[src/common/spicfg_cfg.svh]
// Purpose: Offsets, field positions and reset values of the SPI pin and baud configuration block
// Assumes: Avalon-MM byte addresses, one 32-bit word per register
// Notes:   Definitions only
`ifndef SPICFG_CFG_SVH
`define SPICFG_CFG_SVH

// Register byte offsets
`define SPICFG_OFF_CTRL2 5'h00
`define SPICFG_OFF_BAUD 5'h04
`define SPICFG_OFF_CFG 5'h08
`define SPICFG_OFF_STAT 5'h0C
`define SPICFG_OFF_MATCH 5'h10
`define SPICFG_OFF_RXD 5'h14

// Second control register fields
`define SPICFG_C2_IRQEN 7
`define SPICFG_C2_FAULTEN 4
`define SPICFG_C2_DRVEN 3
`define SPICFG_C2_HALT 1
`define SPICFG_C2_SWSEL 0
`define SPICFG_C2_MASK 8'h9B

// Baud rate register fields
`define SPICFG_BR_PRE_HI 6
`define SPICFG_BR_PRE_LO 4
`define SPICFG_BR_RATE_HI 3
`define SPICFG_BR_RATE_LO 0
`define SPICFG_BR_MASK 8'h7F
`define SPICFG_RATE_MAX 4'h8

// Mode register fields
`define SPICFG_CFG_EN 2
`define SPICFG_CFG_MASTER_SEL 1
`define SPICFG_CFG_SOE 0
`define SPICFG_CFG_MASK 8'h07

// Status register fields
`define SPICFG_ST_RXFULL 7
`define SPICFG_ST_MATCH 6
`define SPICFG_ST_FAULT 4

// Reset values
`define SPICFG_RST_BYTE 8'h00
`define SPICFG_RST_WORD 32'h0000_0000

`endif

[src/common/spicfg_pkg.sv]
// Purpose: Types of the SPI pin and baud configuration block
// Assumes: Included by the single design module
// Notes:   All module state is one packed struct
package spicfg_pkg;

  // Pin steering, all registered
  typedef struct packed {
    logic mosiOut;
    logic mosiOeN;
    logic misoOut;
    logic misoOeN;
    logic ssOut;
    logic ssOeN;
    logic rxBit;
    logic slaveSel;
    logic ssOwned;
  } spicfg_pins_s;

  // Whole state of the block
  typedef struct packed {
    logic [7:0] ctrl2;
    logic [7:0] baud;
    logic [7:0] cfg;
    logic [7:0] matchVal;
    logic [7:0] rxBuf;
    logic rxFull;
    logic matchFlag;
    logic faultFlag;
    logic rxArm;
    logic matchArm;
    logic faultArm;
    logic cmpPend;
    logic waitReq;
    logic [31:0] readData;
    logic [2:0] preCnt;
    logic [8:0] rateCnt;
    logic sck;
    logic baudTick;
    logic matchIrq;
    logic clkRun;
    spicfg_pins_s pins;
  } spicfg_state_s;

endpackage

[src/spicfg_top.sv]
// Purpose: Pin steering, baud generation and match/fault flags of a byte-wide SPI
// Assumes: One 25 MHz bus clock ref_clk, synchronous active-low reset, synchronous pins
// Notes:   Avalon-MM slave answers every access with exactly one waitrequest cycle
`timescale 1ns/10ps
`include "spicfg_cfg.svh"

////////////////////////////////////////////////////////////////////////////////
// Function
// - Match flag with enable raises interrupt
// - Control two bits 6,5,2 read zero
// - Slave ignores fault enable; select is input
// - Master, fault enable off: select is GPIO
// - Master, fault enable on: fault or output
// - Drive enable gates single-wire data driver
// - Drive enable ignored outside single-wire mode
// - Master shares MOSI, slave shares MISO
// - Halt-in-wait stops interface clocks in wait
// - Two-wire mode uses separate in/out pins
// - Single-wire master leaves MISO unused
// - Single-wire slave leaves MOSI unused
// - Baud register accessible at any time
// - Prescaler divides by field plus one
// - Divider divides by two^(field+1), max 512
// - Serial clock is bus over product
// - Baud generator runs only as master
// - Select output enable picks output or fault
// - Low fault input sets fault flag
// - Match flag after receive-full on equality
module spicfg_top
  import spicfg_pkg::*;
(
  input wire logic ref_clk,
  input wire logic rstn,
  input wire logic [4:0] avs_address,
  input wire logic avs_read,
  input wire logic avs_write,
  input wire logic [31:0] avs_writedata,
  input wire logic [3:0] avs_byteenable,
  output logic [31:0] avs_readdata,
  output logic avs_waitrequest,
  input wire logic txBit,
  input wire logic xferActive,
  input wire logic rxDone,
  input wire logic [7:0] rxData,
  input wire logic waitMode,
  input wire logic mosiIn,
  input wire logic misoIn,
  input wire logic ssIn,
  output logic mosiOut,
  output logic mosiOeN,
  output logic misoOut,
  output logic misoOeN,
  output logic ssOut,
  output logic ssOeN,
  output logic ssOwned,
  output logic slaveSel,
  output logic rxBit,
  output logic sck,
  output logic baudTick,
  output logic clkRun,
  output logic matchIrq
);

  ////////////////////////////////////////////////////////////////////////////////
  // Helpers

  // Address compare, shared by read mux and write decode
  function automatic logic isReg(input logic [4:0] addr, input logic [4:0] off);
    isReg = (addr == off);
  endfunction

  // Reserved rate codes behave as the slowest legal code
  function automatic logic [3:0] rateCode(input logic [7:0] br);
    logic [3:0] r;
    r = br[`SPICFG_BR_RATE_HI:`SPICFG_BR_RATE_LO];
    rateCode = (r > `SPICFG_RATE_MAX) ? `SPICFG_RATE_MAX : r;
  endfunction

  // Prescaled ticks per half serial period, minus one: 2^code - 1
  function automatic logic [8:0] halfLimit(input logic [3:0] code);
    halfLimit = 9'h0FF >> (`SPICFG_RATE_MAX - code);
  endfunction

  localparam spicfg_pins_s PINS_RST = '{
    mosiOut: 1'b0, mosiOeN: 1'b1, misoOut: 1'b0, misoOeN: 1'b1, ssOut: 1'b1,
    ssOeN: 1'b1, rxBit: 1'b0, slaveSel: 1'b0, ssOwned: 1'b0};

  localparam spicfg_state_s STATE_RST = '{
    ctrl2: `SPICFG_RST_BYTE, baud: `SPICFG_RST_BYTE, cfg: `SPICFG_RST_BYTE,
    matchVal: `SPICFG_RST_BYTE, rxBuf: `SPICFG_RST_BYTE, rxFull: 1'b0,
    matchFlag: 1'b0, faultFlag: 1'b0, rxArm: 1'b0, matchArm: 1'b0, faultArm: 1'b0,
    cmpPend: 1'b0, waitReq: 1'b1, readData: `SPICFG_RST_WORD, preCnt: 3'h0,
    rateCnt: 9'h000, sck: 1'b0, baudTick: 1'b0, matchIrq: 1'b0, clkRun: 1'b1,
    pins: PINS_RST};

  spicfg_state_s s;
  spicfg_state_s next_s;

  logic enable;
  logic master;
  logic single;
  logic driveEn;
  logic faultEn;
  logic selOutEn;
  logic faultInput;
  logic halted;
  logic busReq;
  logic taken;
  logic wrLow;
  logic [2:0] preSel;
  logic [3:0] rateSel;
  logic [7:0] statByte;

  ////////////////////////////////////////////////////////////////////////////////
  // Configuration decode from current state
  assign enable = s.cfg[`SPICFG_CFG_EN];
  assign master = s.cfg[`SPICFG_CFG_MASTER_SEL];
  assign selOutEn = s.cfg[`SPICFG_CFG_SOE];
  assign single = s.ctrl2[`SPICFG_C2_SWSEL];
  assign driveEn = s.ctrl2[`SPICFG_C2_DRVEN];
  assign faultEn = s.ctrl2[`SPICFG_C2_FAULTEN];
  assign halted = s.ctrl2[`SPICFG_C2_HALT] & waitMode;
  // Fault input only for master, fault enable, no select output
  assign faultInput = enable & master & faultEn & ~selOutEn;
  assign preSel = s.baud[`SPICFG_BR_PRE_HI:`SPICFG_BR_PRE_LO];
  assign rateSel = rateCode(s.baud);
  assign busReq = avs_read | avs_write;
  // Access completes at the edge where waitrequest is seen low
  assign taken = busReq & ~s.waitReq;
  assign wrLow = avs_write & avs_byteenable[0] & taken;
  assign statByte = {s.rxFull, s.matchFlag, 1'b0, s.faultFlag, 4'h0};

  ////////////////////////////////////////////////////////////////////////////////
  // Next-state logic
  always_comb
  begin
    next_s = s;
    next_s.baudTick = 1'b0;

    // Bus answer: one wait cycle, then read data stands with waitrequest low
    if (busReq && s.waitReq)
    begin
      next_s.waitReq = 1'b0;
      next_s.readData = `SPICFG_RST_WORD;
      if (isReg(avs_address, `SPICFG_OFF_CTRL2))
        next_s.readData[7:0] = s.ctrl2 & `SPICFG_C2_MASK;
      else if (isReg(avs_address, `SPICFG_OFF_BAUD))
        next_s.readData[7:0] = s.baud;
      else if (isReg(avs_address, `SPICFG_OFF_CFG))
        next_s.readData[7:0] = s.cfg;
      else if (isReg(avs_address, `SPICFG_OFF_STAT))
        next_s.readData[7:0] = statByte;
      else if (isReg(avs_address, `SPICFG_OFF_MATCH))
        next_s.readData[7:0] = s.matchVal;
      else if (isReg(avs_address, `SPICFG_OFF_RXD))
        next_s.readData[7:0] = s.rxBuf;
    end
    else
      next_s.waitReq = 1'b1;

    // Reading status arms the clear of each flag that is set
    if (taken && avs_read && isReg(avs_address, `SPICFG_OFF_STAT))
    begin
      next_s.rxArm = s.rxFull;
      next_s.matchArm = s.matchFlag;
      next_s.faultArm = s.faultFlag;
    end

    // Receive-full clears on armed data read
    if (taken && avs_read && isReg(avs_address, `SPICFG_OFF_RXD) && s.rxArm)
    begin
      next_s.rxFull = 1'b0;
      next_s.rxArm = 1'b0;
    end

    // Register writes; unmapped addresses are ignored
    if (wrLow)
    begin
      if (isReg(avs_address, `SPICFG_OFF_CTRL2))
        next_s.ctrl2 = avs_writedata[7:0] & `SPICFG_C2_MASK;
      // Baud writes accepted in any transfer state
      if (isReg(avs_address, `SPICFG_OFF_BAUD))
        next_s.baud = avs_writedata[7:0] & `SPICFG_BR_MASK;
      if (isReg(avs_address, `SPICFG_OFF_CFG))
      begin
        next_s.cfg = avs_writedata[7:0] & `SPICFG_CFG_MASK;
        if (s.faultArm)
        begin
          next_s.faultFlag = 1'b0;
          next_s.faultArm = 1'b0;
        end
      end
      if (isReg(avs_address, `SPICFG_OFF_MATCH))
        next_s.matchVal = avs_writedata[7:0];
      if (isReg(avs_address, `SPICFG_OFF_STAT) && avs_writedata[`SPICFG_ST_MATCH]
          && s.matchArm)
      begin
        next_s.matchFlag = 1'b0;
        next_s.matchArm = 1'b0;
      end
    end

    // Receive load then compare one cycle later; set wins over clear
    next_s.cmpPend = 1'b0;
    if (rxDone)
    begin
      next_s.rxBuf = rxData;
      next_s.rxFull = 1'b1;
      next_s.cmpPend = 1'b1;
    end
    if (s.cmpPend && s.rxFull && (s.rxBuf == s.matchVal))
      next_s.matchFlag = 1'b1;

    // Low fault input sets the fault flag
    if (faultInput && !ssIn)
      next_s.faultFlag = 1'b1;

    next_s.matchIrq = next_s.matchFlag & next_s.ctrl2[`SPICFG_C2_IRQEN];

    // Clocks stop in wait when halt bit set
    next_s.clkRun = ~halted;

    // Divider runs only as enabled master, not halted
    if (!(enable && master) || halted)
    begin
      next_s.preCnt = 3'h0;
      next_s.rateCnt = 9'h000;
      if (!(enable && master))
        next_s.sck = 1'b0;
    end
    else if (s.preCnt != preSel)
      next_s.preCnt = s.preCnt + 3'h1;
    else
    begin
      next_s.preCnt = 3'h0;
      if (s.rateCnt >= halfLimit(rateSel))
      begin
        next_s.rateCnt = 9'h000;
        next_s.sck = ~s.sck;
        next_s.baudTick = 1'b1;
      end
      else
        next_s.rateCnt = s.rateCnt + 9'h001;
    end

    // Pin steering defaults: nothing driven
    next_s.pins = PINS_RST;
    if (enable)
    begin
      if (master)
      begin
        // Master drives MOSI; shared pin in single-wire
        next_s.pins.mosiOut = txBit;
        // Drive enable only matters in single-wire mode
        next_s.pins.mosiOeN = single ? ~driveEn : 1'b0;
        next_s.pins.rxBit = single ? mosiIn : misoIn;
        // Select pin use by fault and output enables
        next_s.pins.ssOwned = faultEn;
        if (faultEn && selOutEn)
        begin
          next_s.pins.ssOut = ~xferActive;
          next_s.pins.ssOeN = 1'b0;
        end
      end
      else
      begin
        // Slave: select is always an input
        next_s.pins.ssOwned = 1'b1;
        next_s.pins.slaveSel = ~ssIn;
        next_s.pins.misoOut = txBit;
        next_s.pins.misoOeN = single ? ~(driveEn & ~ssIn) : ssIn;
        next_s.pins.rxBit = single ? misoIn : mosiIn;
      end
    end
  end

  ////////////////////////////////////////////////////////////////////////////////
  // State register, synchronous reset
  always_ff @(posedge ref_clk)
  begin
    if (!rstn)
      s <= STATE_RST;
    else
      s <= next_s;
  end

  // Outputs straight from the state flops
  assign avs_readdata = s.readData;
  assign avs_waitrequest = s.waitReq;
  assign mosiOut = s.pins.mosiOut;
  assign mosiOeN = s.pins.mosiOeN;
  assign misoOut = s.pins.misoOut;
  assign misoOeN = s.pins.misoOeN;
  assign ssOut = s.pins.ssOut;
  assign ssOeN = s.pins.ssOeN;
  assign ssOwned = s.pins.ssOwned;
  assign slaveSel = s.pins.slaveSel;
  assign rxBit = s.pins.rxBit;
  assign sck = s.sck;
  assign baudTick = s.baudTick;
  assign clkRun = s.clkRun;
  assign matchIrq = s.matchIrq;
endmodule

[config.mk]
export PLATFORM = sky130hd
export DESIGN_NAME = spicfg_top
export DESIGN_NICKNAME = d
export VERILOG_FILES = /design/src/common/spicfg_pkg.sv /design/src/spicfg_top.sv
export VERILOG_INCLUDE_DIRS = /design/src /design/src/common
export SDC_FILE = /design/constraint.sdc
export NUM_CORES = 1
export LEC_CHECK = 0
export BUFFER_PORTS_ARGS = -buffer_cell sky130_fd_sc_hd__buf_2
export CELL_PAD_IN_SITES_DETAIL_PLACEMENT = 1
export CELL_PAD_IN_SITES_GLOBAL_PLACEMENT = 2
export CORE_MARGIN = 8
export CORE_UTILIZATION = 28
export DETAILED_ROUTE_END_ITERATION = 8
export PLACE_DENSITY = 0.78
export RECOVER_POWER = 100
export SLEW_MARGIN = 20
export SYNTH_ARGS = -nofsm -noshare
export SYNTH_HDL_FRONTEND = slang
export SYNTH_SLANG_ARGS = --single-unit
[constraint.sdc]
create_clock -name ref_clk -period 2.8 [get_ports ref_clk]
set_clock_uncertainty 0.15 [all_clocks]
set_input_delay 0.28 -clock ref_clk [delete_from_list [all_inputs] [get_ports ref_clk]]
set_output_delay 0.28 -clock ref_clk [all_outputs]
set_load 0.01 [all_outputs]
==> results of run 1 <==
## layout make-up
| type | count | area [µm²] | share of cell area [%] |
|---|---|---|---|
| clock buffer | 11 | 253 | 5.56 |
| timing repair buffer | 69 | 377 | 8.29 |
| tap | 180 | 225 | 4.95 |
| clock inverter | 5 | 103 | 2.26 |
| multi-input combinational | 314 | 2100 | 46.1 |
| sequential | 72 | 1440 | 31.7 |
| inverter | 13 | 48.8 | 1.07 |
## timing repair
item / 4_1_cts / 5_1_grt
hold buffers: 3 / 0
pin swaps: 0 / 2
resized for setup: 1 / 9
endpoints found under the setup margin: 7 / 11
hold endpoints to repair: 3 / 0
## worst max-delay path, stage by stage (launching register included)
cell and delay [ns]:
dfxtp_1 0.32, inv_1 0.06, nor2_2 0.12, inv_1 0.07
ha_2 0.20, o21ai_2 0.15, nand2_1 0.08, ha_1 0.32
a211oi_2 0.23, nand2_1 0.09, a21oi_2 0.16, buf_12 0.16
nand4_4 0.17, o31ai_2 0.23
## placed cells by master, fill, tap and decap left out, types with 3 or more instances in the layout
cell           instances
xor2_1                 5
conb_1                24
nor2b_1               31
nor3_1                 3
o22ai_1                5
buf_4                  8
nor2_1                16
ha_1                  12
inv_1                 12
nand2b_1               8
a21boi_0               5
and3_1                13
a41oi_1                4
a21oi_1                9
dfxtp_1               71
o31ai_2                3
xnor2_1                9
nand4_1                5
a31oi_1                6
clkbuf_16              9
o21ai_0               11
nand3b_1               3
buf_2                 29
nand2_1               41
nand3_1               21
a22oi_1                4
bufinv_16              3
clkbuf_1              27
o21a_1                 5
mux2i_1               30
dlygate4sd3_1          3
## Yosys cell counts (all sizes together) (7+ instances only)
| master | n |
|---|---|
| inv | 13 |
| mux2i | 30 |
| dfxtp | 72 |
| xnor2 | 9 |
| nand3 | 21 |
| ha | 13 |
| nor2b | 31 |
| buf | 43 |
| nand2 | 41 |
| a21oi | 11 |
| nand2b | 8 |
| a21boi | 7 |
| nor2 | 17 |
| clkbuf | 9 |
| and3 | 14 |
| o21ai | 14 |
## per-layer routing
metal / global-route usage, % / share of wire, % / up-vias
li1: - / - / 1547
met1: 14.6 / 46 / 1511
met2: 20.2 / 49 / 58
met3: 3.88 / 4.2 / 12
met4: 3.18 / 0.90 / 0
met5: 0 / 0 / -
## through the flow
step           power (mW)  TNS, ns  util, %  hold slack [ns]
2_1_floorplan        1.21        0        -            0.215
3_3_place_gp         1.24        0     30.7            0.289
3_5_place_dp         1.25   -0.211     30.7            0.299
4_1_cts              2.61        0     33.5          0.00696
5_1_grt              2.69        0     33.3          0.00284
6_report             2.58        0     33.3           0.0158
## cell families after synthesis
kind of cell             count (synthesis)  share of synthesized area [%]
buffers and inverters                   65                           10.3
adder cells (fa/ha/maj)                 13                           4.23
AND/OR/NAND/NOR                        156                           22.3
flip-flops                              72                           37.5
other                                    1                         0.0976
multiplexers                            34                           8.99
AO/OA/AOI/OAI                           73                           13.3
XOR/XNOR                                14                           3.19
## worst paths after layout
check | from | end | slack [ns] | depth (start not counted)
worst max-delay path | s[89]$_SDFFE_PN0P_ | s[19]$_SDFFE_PP0N_ | 0.21 | 13
worst min-delay path | txBit | mosiOut$_SDFF_PN0_ | 0.02 | 2
worst max register to register | s[89]$_SDFFE_PN0P_ | s[19]$_SDFFE_PP0N_ | 0.21 | 13
worst min register to register | s[98]$_SDFFE_PN0P_ | clkRun$_SDFF_PN1_ | 0.33 | 1
## power by group through the flow
| stage | registers (mW) | clock network, mW | logic (mW) |
|---|---|---|---|
| global placement | 1.08 | 0 | 0.166 |
| detailed placement | 1.08 | 0 | 0.167 |
| CTS | 1.06 | 1.39 | 0.172 |
| global route | 1.06 | 1.44 | 0.185 |
| floorplan | 1.07 | 0 | 0.137 |
| finish | 1.06 | 1.36 | 0.167 |
==> flow_metrics.env, run 1 <==
export IMPL_status="completed"
export IMPL_combPwrFrac_pct=6.5
export IMPL_syn_inst=428
export IMPL_max_slew_margin_pct=16.6
export IMPL_synth_top_area_share_pct=37.5
export IMPL_max_vdd_ir_drop_v=0.000348
export IMPL_fmax_ghz=0.386
export IMPL_dp_cells=645
export IMPL_finalCritPeriodShare_pct=92.5
export IMPL_io_pins=106
export IMPL_wl_um=10600
export IMPL_via_count=3128
export IMPL_cts_made_buffers=9
export IMPL_drcViolationCount=0
export IMPL_seq_area_frac_synth_pct=37.5
export IMPL_worstSetupEndpointType="flip-flop"
export IMPL_max_flop_register="s"
export IMPL_tightest_slew_ns=1.25
export IMPL_required_ns=2.91
export IMPL_crit_type="flip-flop to flip-flop"
export IMPL_arrival_ns=2.70
export IMPL_synthFlopType="dfxtp_1"
export IMPL_synth_edf_count=0
export IMPL_sw_frac_of_total_pct=21.6
export IMPL_cts_tree="done"
export IMPL_grt_usage_pct=12.1
export IMPL_insertion_delay_ns=0.34
export IMPL_p_sw_uw=556
export IMPL_chipHeight_um=133
export IMPL_leakagePower_nw=1.81
export IMPL_row_count=43
export IMPL_drt_iter0_markers=183
export IMPL_first_global_vias=3377
export IMPL_synth_largest_area_cell="dfxtp_1"
export IMPL_drv_cap=0
export IMPL_hold_path_class="primary input to flip-flop"
export IMPL_finalHoldViolations=0
export IMPL_finalCriticalPeriod_ns=2.59
export IMPL_p_seq_share_pct=41.0
export IMPL_clk_pin_slew_ns=0.06
export IMPL_area_growth_pct=18.3
export IMPL_routedWlPerCell_um=15.9
export IMPL_p_int_mw=2.02
export IMPL_cts_setup_buffers=0
export IMPL_powerDensity_nw_per_um2=567
export IMPL_ys_async_sr_fraction_pct=0
export IMPL_start_util_pct=28.1
export IMPL_yosysWarnings=0
export IMPL_coreArea_um2=13700
export IMPL_numPortBuffers=54
export IMPL_final_area_um2=4550
export IMPL_drv_slew=0
export IMPL_grt_max_degree=37
export IMPL_antennaDiodeCount=0
export IMPL_overflow=0
export IMPL_clock_path_buffers=2
export IMPL_crit_path_start_kind="flip-flop"
export IMPL_dpl_cell_area_um2=4190
export IMPL_clk_root_buffer_cell="clkbuf_16"
export IMPL_finalSetupViolCount=0
export IMPL_via_per_inst=4.71
export IMPL_ys_top_cells_by_area="dfxtp_1 (38%), mux2i_1 (7.8%), buf_4 (6.4%)"
export IMPL_antenna_found_initial=0
export IMPL_place_worst_setup_slack_ns=-0.0641
export IMPL_grt_pass1_wl_um=17300
export IMPL_clkPwrFrac_pct=52.6
export IMPL_dp_hpwl_um=8100
export IMPL_layoutNonFillerInstCount=664
export IMPL_synth_seq_cells=72
export IMPL_nFillCells=1656
export IMPL_cts_sinks=72
export IMPL_htreeDepth=3
export IMPL_synth_area_per_cell_um2=8.97
export IMPL_die_area_um2=17700
export IMPL_place_congestion=0.787
export IMPL_synth_cell_type_count=62
export IMPL_largest_register_ffs=43
export IMPL_rsz0062_at_grt="no"
export IMPL_dr_pass1_iters=4
export IMPL_drive_gt1_share_pct=15.1
export IMPL_syn_area_um2=3840
export IMPL_setup_ws_ns=0.209
export IMPL_drtAntennaViolNets=0
export IMPL_critPathMaxFanout=11
export IMPL_nets=552
export IMPL_dieWidth_um=133
Note: power is estimated with default switching activity, not from simulation.
==> run 2: changes to the inputs <==
Settings changed: ABC_AREA set to 1, CORE_UTILIZATION 28 to 26.
==> run 2 against run 1 <==
The run now ends with max-capacitance violations, max-slew violations left; utilization down 1.5 points; fmax shrank 0.83%; synthesized cell count rose by 16%; non-clock buffer count decreased by 6; critical path type unchanged.
==> flow_metrics.env, run 2 <==
export IMPL_cts_tree="done"
export IMPL_synthFlopType="dfxtp_1"
export IMPL_critPathMaxFanout=5
export IMPL_io_pins=106
export IMPL_status="finished with violations"
export IMPL_yosysWarnings=0
export IMPL_yosysMostFrequentCell="nand2_1"
export IMPL_finalCriticalPeriod_ns=2.61
export IMPL_drive_gt1_share_pct=15.4
export IMPL_arrival_ns=2.73
export IMPL_syn_inst=495
export IMPL_whs_endpoint="s[66]$_SDFFE_PN0P_"
export IMPL_clk_pin_slew_ns=0.06
export IMPL_insertion_delay_ns=0.33
export IMPL_via_per_inst=4.38
export IMPL_regToRegEndpoint="sck$_SDFFE_PN0P_"
export IMPL_syn_area_um2=3730
export IMPL_hold_path_class="primary input to flip-flop"
export IMPL_largest_register_ffs=43
export IMPL_numPortBuffers=54
export IMPL_grt_max_degree=41
export IMPL_layout_common_cells="nand2_1 (79), nor2_1 (70), dfxtp_1 (70)"
export IMPL_max_flop_register="s"
export IMPL_powerDensity_nw_per_um2=567
export IMPL_cts_sinks=72
export IMPL_setup_ws_ns=0.188
export IMPL_synth_seq_cells=72
export IMPL_hold_slack_ns=0.0280
export IMPL_hold_depth=3
export IMPL_row_count=43
export IMPL_required_ns=2.91
export IMPL_die_area_um2=18400
export IMPL_via_count=3233
export IMPL_tightest_slew_ns=1.60
export IMPL_dp_hpwl_um=8260
export IMPL_place_congestion=0.786
export IMPL_crit_path_start_kind="flip-flop"
export IMPL_start_util_pct=26.7
export IMPL_drv_cap=1
export IMPL_ys_top_cells_by_area="dfxtp_1 (39%), nand2_1 (8.2%), nor2_1 (6.9%)"
export IMPL_synth_top_area_share_pct=38.7
export IMPL_post_route_util_pct=31.8
export IMPL_overflow=0
export IMPL_hp_start="rxData[1]"
export IMPL_grt_pass1_wl_um=17000
export IMPL_layout_commonest_cell="nand2_1"
export IMPL_clock_path_buffers=2
export IMPL_crit_buf_inv=1
export IMPL_area_growth_pct=18.9
export IMPL_finalSetupViolCount=0
export IMPL_cpMaxStageDelayCell="ha_1"
export IMPL_coreArea_um2=13900
export IMPL_nets=626
export IMPL_worstSetupEndpointType="flip-flop"
export IMPL_dr_pass1_iters=4
export IMPL_path_cells="nor2_1 > nand2_1 > nand2_1 > nand2_1 > ha_1 > nand3_1 > nand2_2 > nor2_4 > nand2_1 > ha_1 > nand2_1 > nor2_1 > nand3_1 > nand4_4 > buf_4 > nand4_1 > a21oi_1"
export IMPL_synth_edf_count=0
export IMPL_finalCritPeriodShare_pct=93.3
export IMPL_clk_root_buffer_cell="clkbuf_16"
export IMPL_drt_iter0_markers=121
export IMPL_cts_made_buffers=9
export IMPL_synth_largest_area_cell="dfxtp_1"
export IMPL_max_vdd_ir_drop_v=0.000373
export IMPL_violations="max-capacitance violations, max-slew violations"
export IMPL_grt_usage_pct=11.6
export IMPL_cpMostUsedCell="nand2_1"
export IMPL_chipHeight_um=136
export IMPL_leakagePower_nw=1.90
export IMPL_max_slew_margin_pct=-6.49
export IMPL_dieWidth_um=136
export IMPL_finalPower_mw=2.51
export IMPL_wl_um=10500
export IMPL_antennaDiodeCount=0
export IMPL_max_stage_delay_ns=0.33
export IMPL_r2r_slack_ns=0.19
export IMPL_seq_area_frac_synth_pct=38.7
export IMPL_routedWlPerCell_um=14.2
export IMPL_finalHoldViolations=0
export IMPL_drv_slew=41
export IMPL_r2r_start="s[89]$_SDFFE_PN0P_"
export IMPL_first_global_vias=3410
export IMPL_crit_type="flip-flop to flip-flop"
export IMPL_synth_common_cells="nand2_1 (81), dfxtp_1 (72), nor2_1 (69)"
export IMPL_fmax_ghz=0.383
export IMPL_synth_area_per_cell_um2=7.53
export IMPL_place_worst_setup_slack_ns=-0.0144
export IMPL_antenna_found_initial=0
export IMPL_drtAntennaViolNets=0
export IMPL_synth_cell_type_count=44
export IMPL_reg2reg_depth=17
export IMPL_critical_path_top_delay_family="simple AND/OR/NAND/NOR gates"
export IMPL_htreeDepth=3
export IMPL_drcViolationCount=0
export IMPL_ys_async_sr_fraction_pct=0
-- run 2: cell types whose count changed in the layout (fill, tap and decap cells not counted), sizes merged, moves of 8 or more --
cell / change
mux2i: -30
a21oi: +22
nand2b: -8
nor2: +63
o21ai: +31
nor2b: -31
inv: +48
and3: -14
nand2: +44
-- run 2: worst max path at each step --
stage	startpoint	to	slack, ns	cells past startpoint
after CTS	s[91]$_SDFFE_PN0P_	s[15]$_SDFFE_PP0N_	0.04	17
after global placement	s[89]$_SDFFE_PN0P_	s[15]$_SDFFE_PP0N_	0.10	17
after global routing	s[89]$_SDFFE_PN0P_	s[17]$_SDFFE_PP0N_	-0.008	17
final	s[89]$_SDFFE_PN0P_	sck$_SDFFE_PN0P_	0.19	17
after floorplan	s[91]$_SDFFE_PN0P_	s[15]$_SDFFE_PP0N_	0.41	17
after detailed placement	s[90]$_SDFFE_PN0P_	s[15]$_SDFFE_PP0N_	-0.01	17
-- run 2: layout make-up --
cell class                 count  area [µm²]
clock buffer                  11         233
clock inverter                 5         105
fill                        1768        9500
inverter                      63         236
multi-input combinational    344        1880
sequential                    72        1440
tap                          180         225
timing repair buffer          63         310
-- run 2: repair_timing --
action / CTS / global route
hold buffers: 2 / 0
pin swaps: 0 / 4
hold endpoints to repair: 2 / 0
setup buffers: 0 / 2
gates resized for setup: 1 / 8
endpoints found under the setup margin: 5 / 10
-- run 2: kinds of logic (layout without fill, tap and decap cells) --
kind of cell / count (synthesis) / in the layout / share of synthesized area [%]
compound gates: 93 / 93 / 14.2
xor+xnor: 16 / 16 / 3.76
fa+ha+maj: 13 / 13 / 4.36
buf+inv: 102 / 142 / 13.7
flops: 72 / 72 / 38.7
other cells: 1 / 24 / 0.101
simple gates: 198 / 198 / 25.2
-- run 2: where the power goes --
group	switching [mW]	total (mW)	internal, mW	leakage (nW)
clock	0.431	1.30	0.871	0.156
combinational	0.104	0.153	0.0493	1.16
sequential	0.0146	1.05	1.04	0.585
total	0.550	2.51	1.96	1.90
-- run 2: per-stage QoR --
stage	instance area (µm²)	setup TNS [ns]	std cells
floorplan	3810	0	518
global placement	4070	0	718
detailed placement	4070	-0.0144	718
CTS	4430	0	736
global route	4430	-0.0173	738
finish	4430	0	738
-- run 2: routing by layer --
metal  wire, µm  vias to the layer above  track usage, %
li1           -                     1656               -
met1       5070                     1503            15.2
met2       4760                       68            17.9
met3        563                        6            3.45
met4         68                        0            3.21
met5          0                        -               0
-- run 2: worst register-to-register path: stages, from the launching register on --
cell and delay [ns]:
dfxtp_1 0.31, nor2_1 0.10, nand2_1 0.07, nand2_1 0.07, nand2_1 0.07, ha_1 0.21
nand3_1 0.10, nand2_2 0.08, nor2_4 0.12, nand2_1 0.09, ha_1 0.33, nand2_1 0.06
nor2_1 0.15, nand3_1 0.14, nand4_4 0.15, buf_4 0.13, nand4_1 0.07, a21oi_1 0.14
==> run 3: changes to the inputs <==
Settings changed: PLACE_DENSITY 0.78 to unset, PLACE_DENSITY_LB_ADDON set to 0.12.
==> run 3 against run 2 <==
The flow still finishes with violations (max-capacitance violations, max-slew violations); hold slack lost 0.0090 ns; total power fell by 5.9%; critical path depth is 1 higher; critical path type unchanged; largest power group unchanged; highest routed layer unchanged.
==> flow_metrics.env, run 3 (same netlist as run 2, synthesis figures left out) <==
export IMPL_via_count=3203
export IMPL_clock_path_buffers=2
export IMPL_arrival_ns=2.69
export IMPL_antennaDiodeCount=0
export IMPL_reg2reg_depth=18
export IMPL_leakagePower_nw=1.92
export IMPL_dr_pass1_iters=4
export IMPL_p_sw_uw=557
export IMPL_drcViolationCount=0
export IMPL_via_per_inst=4.33
export IMPL_cts_sinks=72
export IMPL_dp_hpwl_um=8750
export IMPL_area_growth_pct=20.2
export IMPL_max_vdd_ir_drop_v=0.000272
export IMPL_crit_type="flip-flop to flip-flop"
export IMPL_place_congestion=0.739
export IMPL_row_count=43
export IMPL_hold_depth=3
export IMPL_required_ns=2.88
export IMPL_max_stage_delay_ns=0.33
export IMPL_tightest_slew_ns=1.61
export IMPL_hold_path_class="primary input to flip-flop"
export IMPL_clk_root_buffer_cell="clkbuf_16"
export IMPL_r2r_start="s[90]$_SDFFE_PN0P_"
export IMPL_max_slew_margin_pct=-7.41
export IMPL_coreArea_um2=13900
export IMPL_drt_iter0_markers=104
export IMPL_hp_start="rxData[1]"
export IMPL_cpMaxStageDelayCell="dfxtp_2"
export IMPL_max_flop_register="s"
export IMPL_first_global_vias=3408
export IMPL_crit_path_start_kind="flip-flop"
export IMPL_cpMostUsedCell="nand2_1"
export IMPL_whs_endpoint="s[66]$_SDFFE_PN0P_"
export IMPL_routedWlPerCell_um=14.7
export IMPL_cts_tree="done"
export IMPL_finalCriticalPeriod_ns=2.61
export IMPL_insertion_delay_ns=0.33
export IMPL_htreeDepth=3
export IMPL_dieWidth_um=136
export IMPL_fmax_ghz=0.383
export IMPL_p_int_mw=1.80
export IMPL_io_pins=106
export IMPL_finalCritPeriodShare_pct=93.3
export IMPL_r2r_slack_ns=0.19
export IMPL_die_area_um2=18400
export IMPL_grt_usage_pct=12.3
export IMPL_status="finished with violations"
export IMPL_grt_pass1_wl_um=17600
export IMPL_regToRegEndpoint="sck$_SDFFE_PN0P_"
export IMPL_violations="max-capacitance violations, max-slew violations"
export IMPL_powerDensity_nw_per_um2=527
export IMPL_chipHeight_um=136
export IMPL_layoutNonFillerInstCount=739
export IMPL_layout_common_cells="nand2_1 (74), dfxtp_1 (69), nor2_1 (67)"
export IMPL_tns_ns=0
export IMPL_finalHoldViolations=0
export IMPL_clkPwrFrac_pct=48.7
export IMPL_path_cells="nor2_4 > nand2_2 > nand2_2 > nand2_2 > ha_4 > nand3_1 > nand2_1 > nor2_2 > nand2_1 > ha_4 > nand2_1 > nor2_2 > nand3_1 > nand4_4 > clkbuf_4 > nand3_1 > nand2_1 > a21oi_1"
export IMPL_crit_buf_inv=1
export IMPL_wl_um=10900
export IMPL_drv_slew=41
export IMPL_rsz0062_at_grt="no"
export IMPL_p_seq_share_pct=44.7
export IMPL_critPathMaxFanout=5
export IMPL_overflow=0
export IMPL_antenna_found_initial=0
export IMPL_largest_register_ffs=43
export IMPL_drive_gt1_share_pct=18.2
export IMPL_sw_frac_of_total_pct=23.6
export IMPL_grt_max_degree=41
export IMPL_drtAntennaViolNets=0
export IMPL_worstSetupEndpointType="flip-flop"
export IMPL_layout_commonest_cell="nand2_1"
export IMPL_cts_made_buffers=9
export IMPL_start_util_pct=26.7
export IMPL_combPwrFrac_pct=6.6
export IMPL_numPortBuffers=54
export IMPL_finalSetupViolCount=0
export IMPL_critical_path_top_delay_family="simple AND/OR/NAND/NOR gates"
export IMPL_dp_cells=720
export IMPL_nets=628
export IMPL_clk_pin_slew_ns=0.06
export IMPL_drv_cap=1
==> run 3: worst max path at each step <==
stage | startpoint | endpoint | slack (ns) | cells after the start
final | s[90]$_SDFFE_PN0P_ | sck$_SDFFE_PN0P_ | 0.19 | 18
after detailed placement | s[89]$_SDFFE_PN0P_ | s[15]$_SDFFE_PP0N_ | 0.03 | 17
after global placement | s[89]$_SDFFE_PN0P_ | s[15]$_SDFFE_PP0N_ | 0.09 | 19
after floorplan | s[91]$_SDFFE_PN0P_ | s[15]$_SDFFE_PP0N_ | 0.41 | 17
after CTS | s[89]$_SDFFE_PN0P_ | s[15]$_SDFFE_PP0N_ | 0.04 | 19
after global routing | s[90]$_SDFFE_PN0P_ | s[13]$_SDFFE_PP0N_ | 0.002 | 18
==> run 3: timing repair <==
item / 4_1_cts / 5_1_grt
gates resized for setup: 3 / 24
buffers inserted: 0 / 2
hold endpoints to repair: 2 / 0
pin swaps: 0 / 12
setup endpoints to repair: 1 / 10
gates cloned: 0 / 0
hold buffers: 2 / 0
==> run 3: layout make-up <==
| cell class | instances | area (µm²) |
|---|---|---|
| tap | 180 | 225 |
| fill | 1746 | 9450 |
| timing repair buffer | 65 | 325 |
| multi-input combinational | 344 | 1950 |
| inverter | 63 | 236 |
| clock buffer | 11 | 243 |
| sequential | 72 | 1450 |
| clock inverter | 4 | 55.1 |
==> run 3: worst reg2reg max path, cell delays in order (launching register included) <==
cell      delay [ns]
dfxtp_2         0.33
nor2_4          0.10
nand2_2         0.07
nand2_2         0.08
nand2_2         0.08
ha_4            0.16
nand3_1         0.07
nand2_1         0.09
nor2_2          0.18
nand2_1         0.12
ha_4            0.29
nand2_1         0.06
nor2_2          0.14
nand3_1         0.12
nand4_4         0.15
clkbuf_4        0.15
nand3_1         0.06
nand2_1         0.06
a21oi_1         0.05
==> run 3: layer usage <==
metal | track usage, % | vias up | share of wire, %
met5 | 0 | - | 0
met4 | 5.12 | 0 | 1.8
met3 | 3.04 | 14 | 4.6
met2 | 19.6 | 61 | 46
met1 | 15.5 | 1467 | 47
li1 | - | 1661 | -
==> run 3: power by group through the flow <==
stage / Combinational (mW) / Sequential [mW] / Clock, mW
2_1_floorplan: 0.118 / 1.07 / 0
3_3_place_gp: 0.154 / 1.08 / 0
3_5_place_dp: 0.155 / 1.08 / 0
4_1_cts: 0.158 / 1.05 / 1.20
5_1_grt: 0.177 / 1.06 / 1.24
6_report: 0.156 / 1.05 / 1.15
==> run 3: stage by stage <==
stage	area [µm²]	hold slack [ns]	setup slack, ns	power (mW)	utilization (%)
after floorplan	3810	0.199	0.406	1.19	-
after global placement	4090	0.293	0.0860	1.23	29.3
after detailed placement	4090	0.299	0.0330	1.23	29.3
after CTS	4410	0.00273	0.0436	2.41	31.6
after global routing	4480	0.0173	0.00158	2.47	32.2
final	4480	0.0190	0.189	2.36	32.2
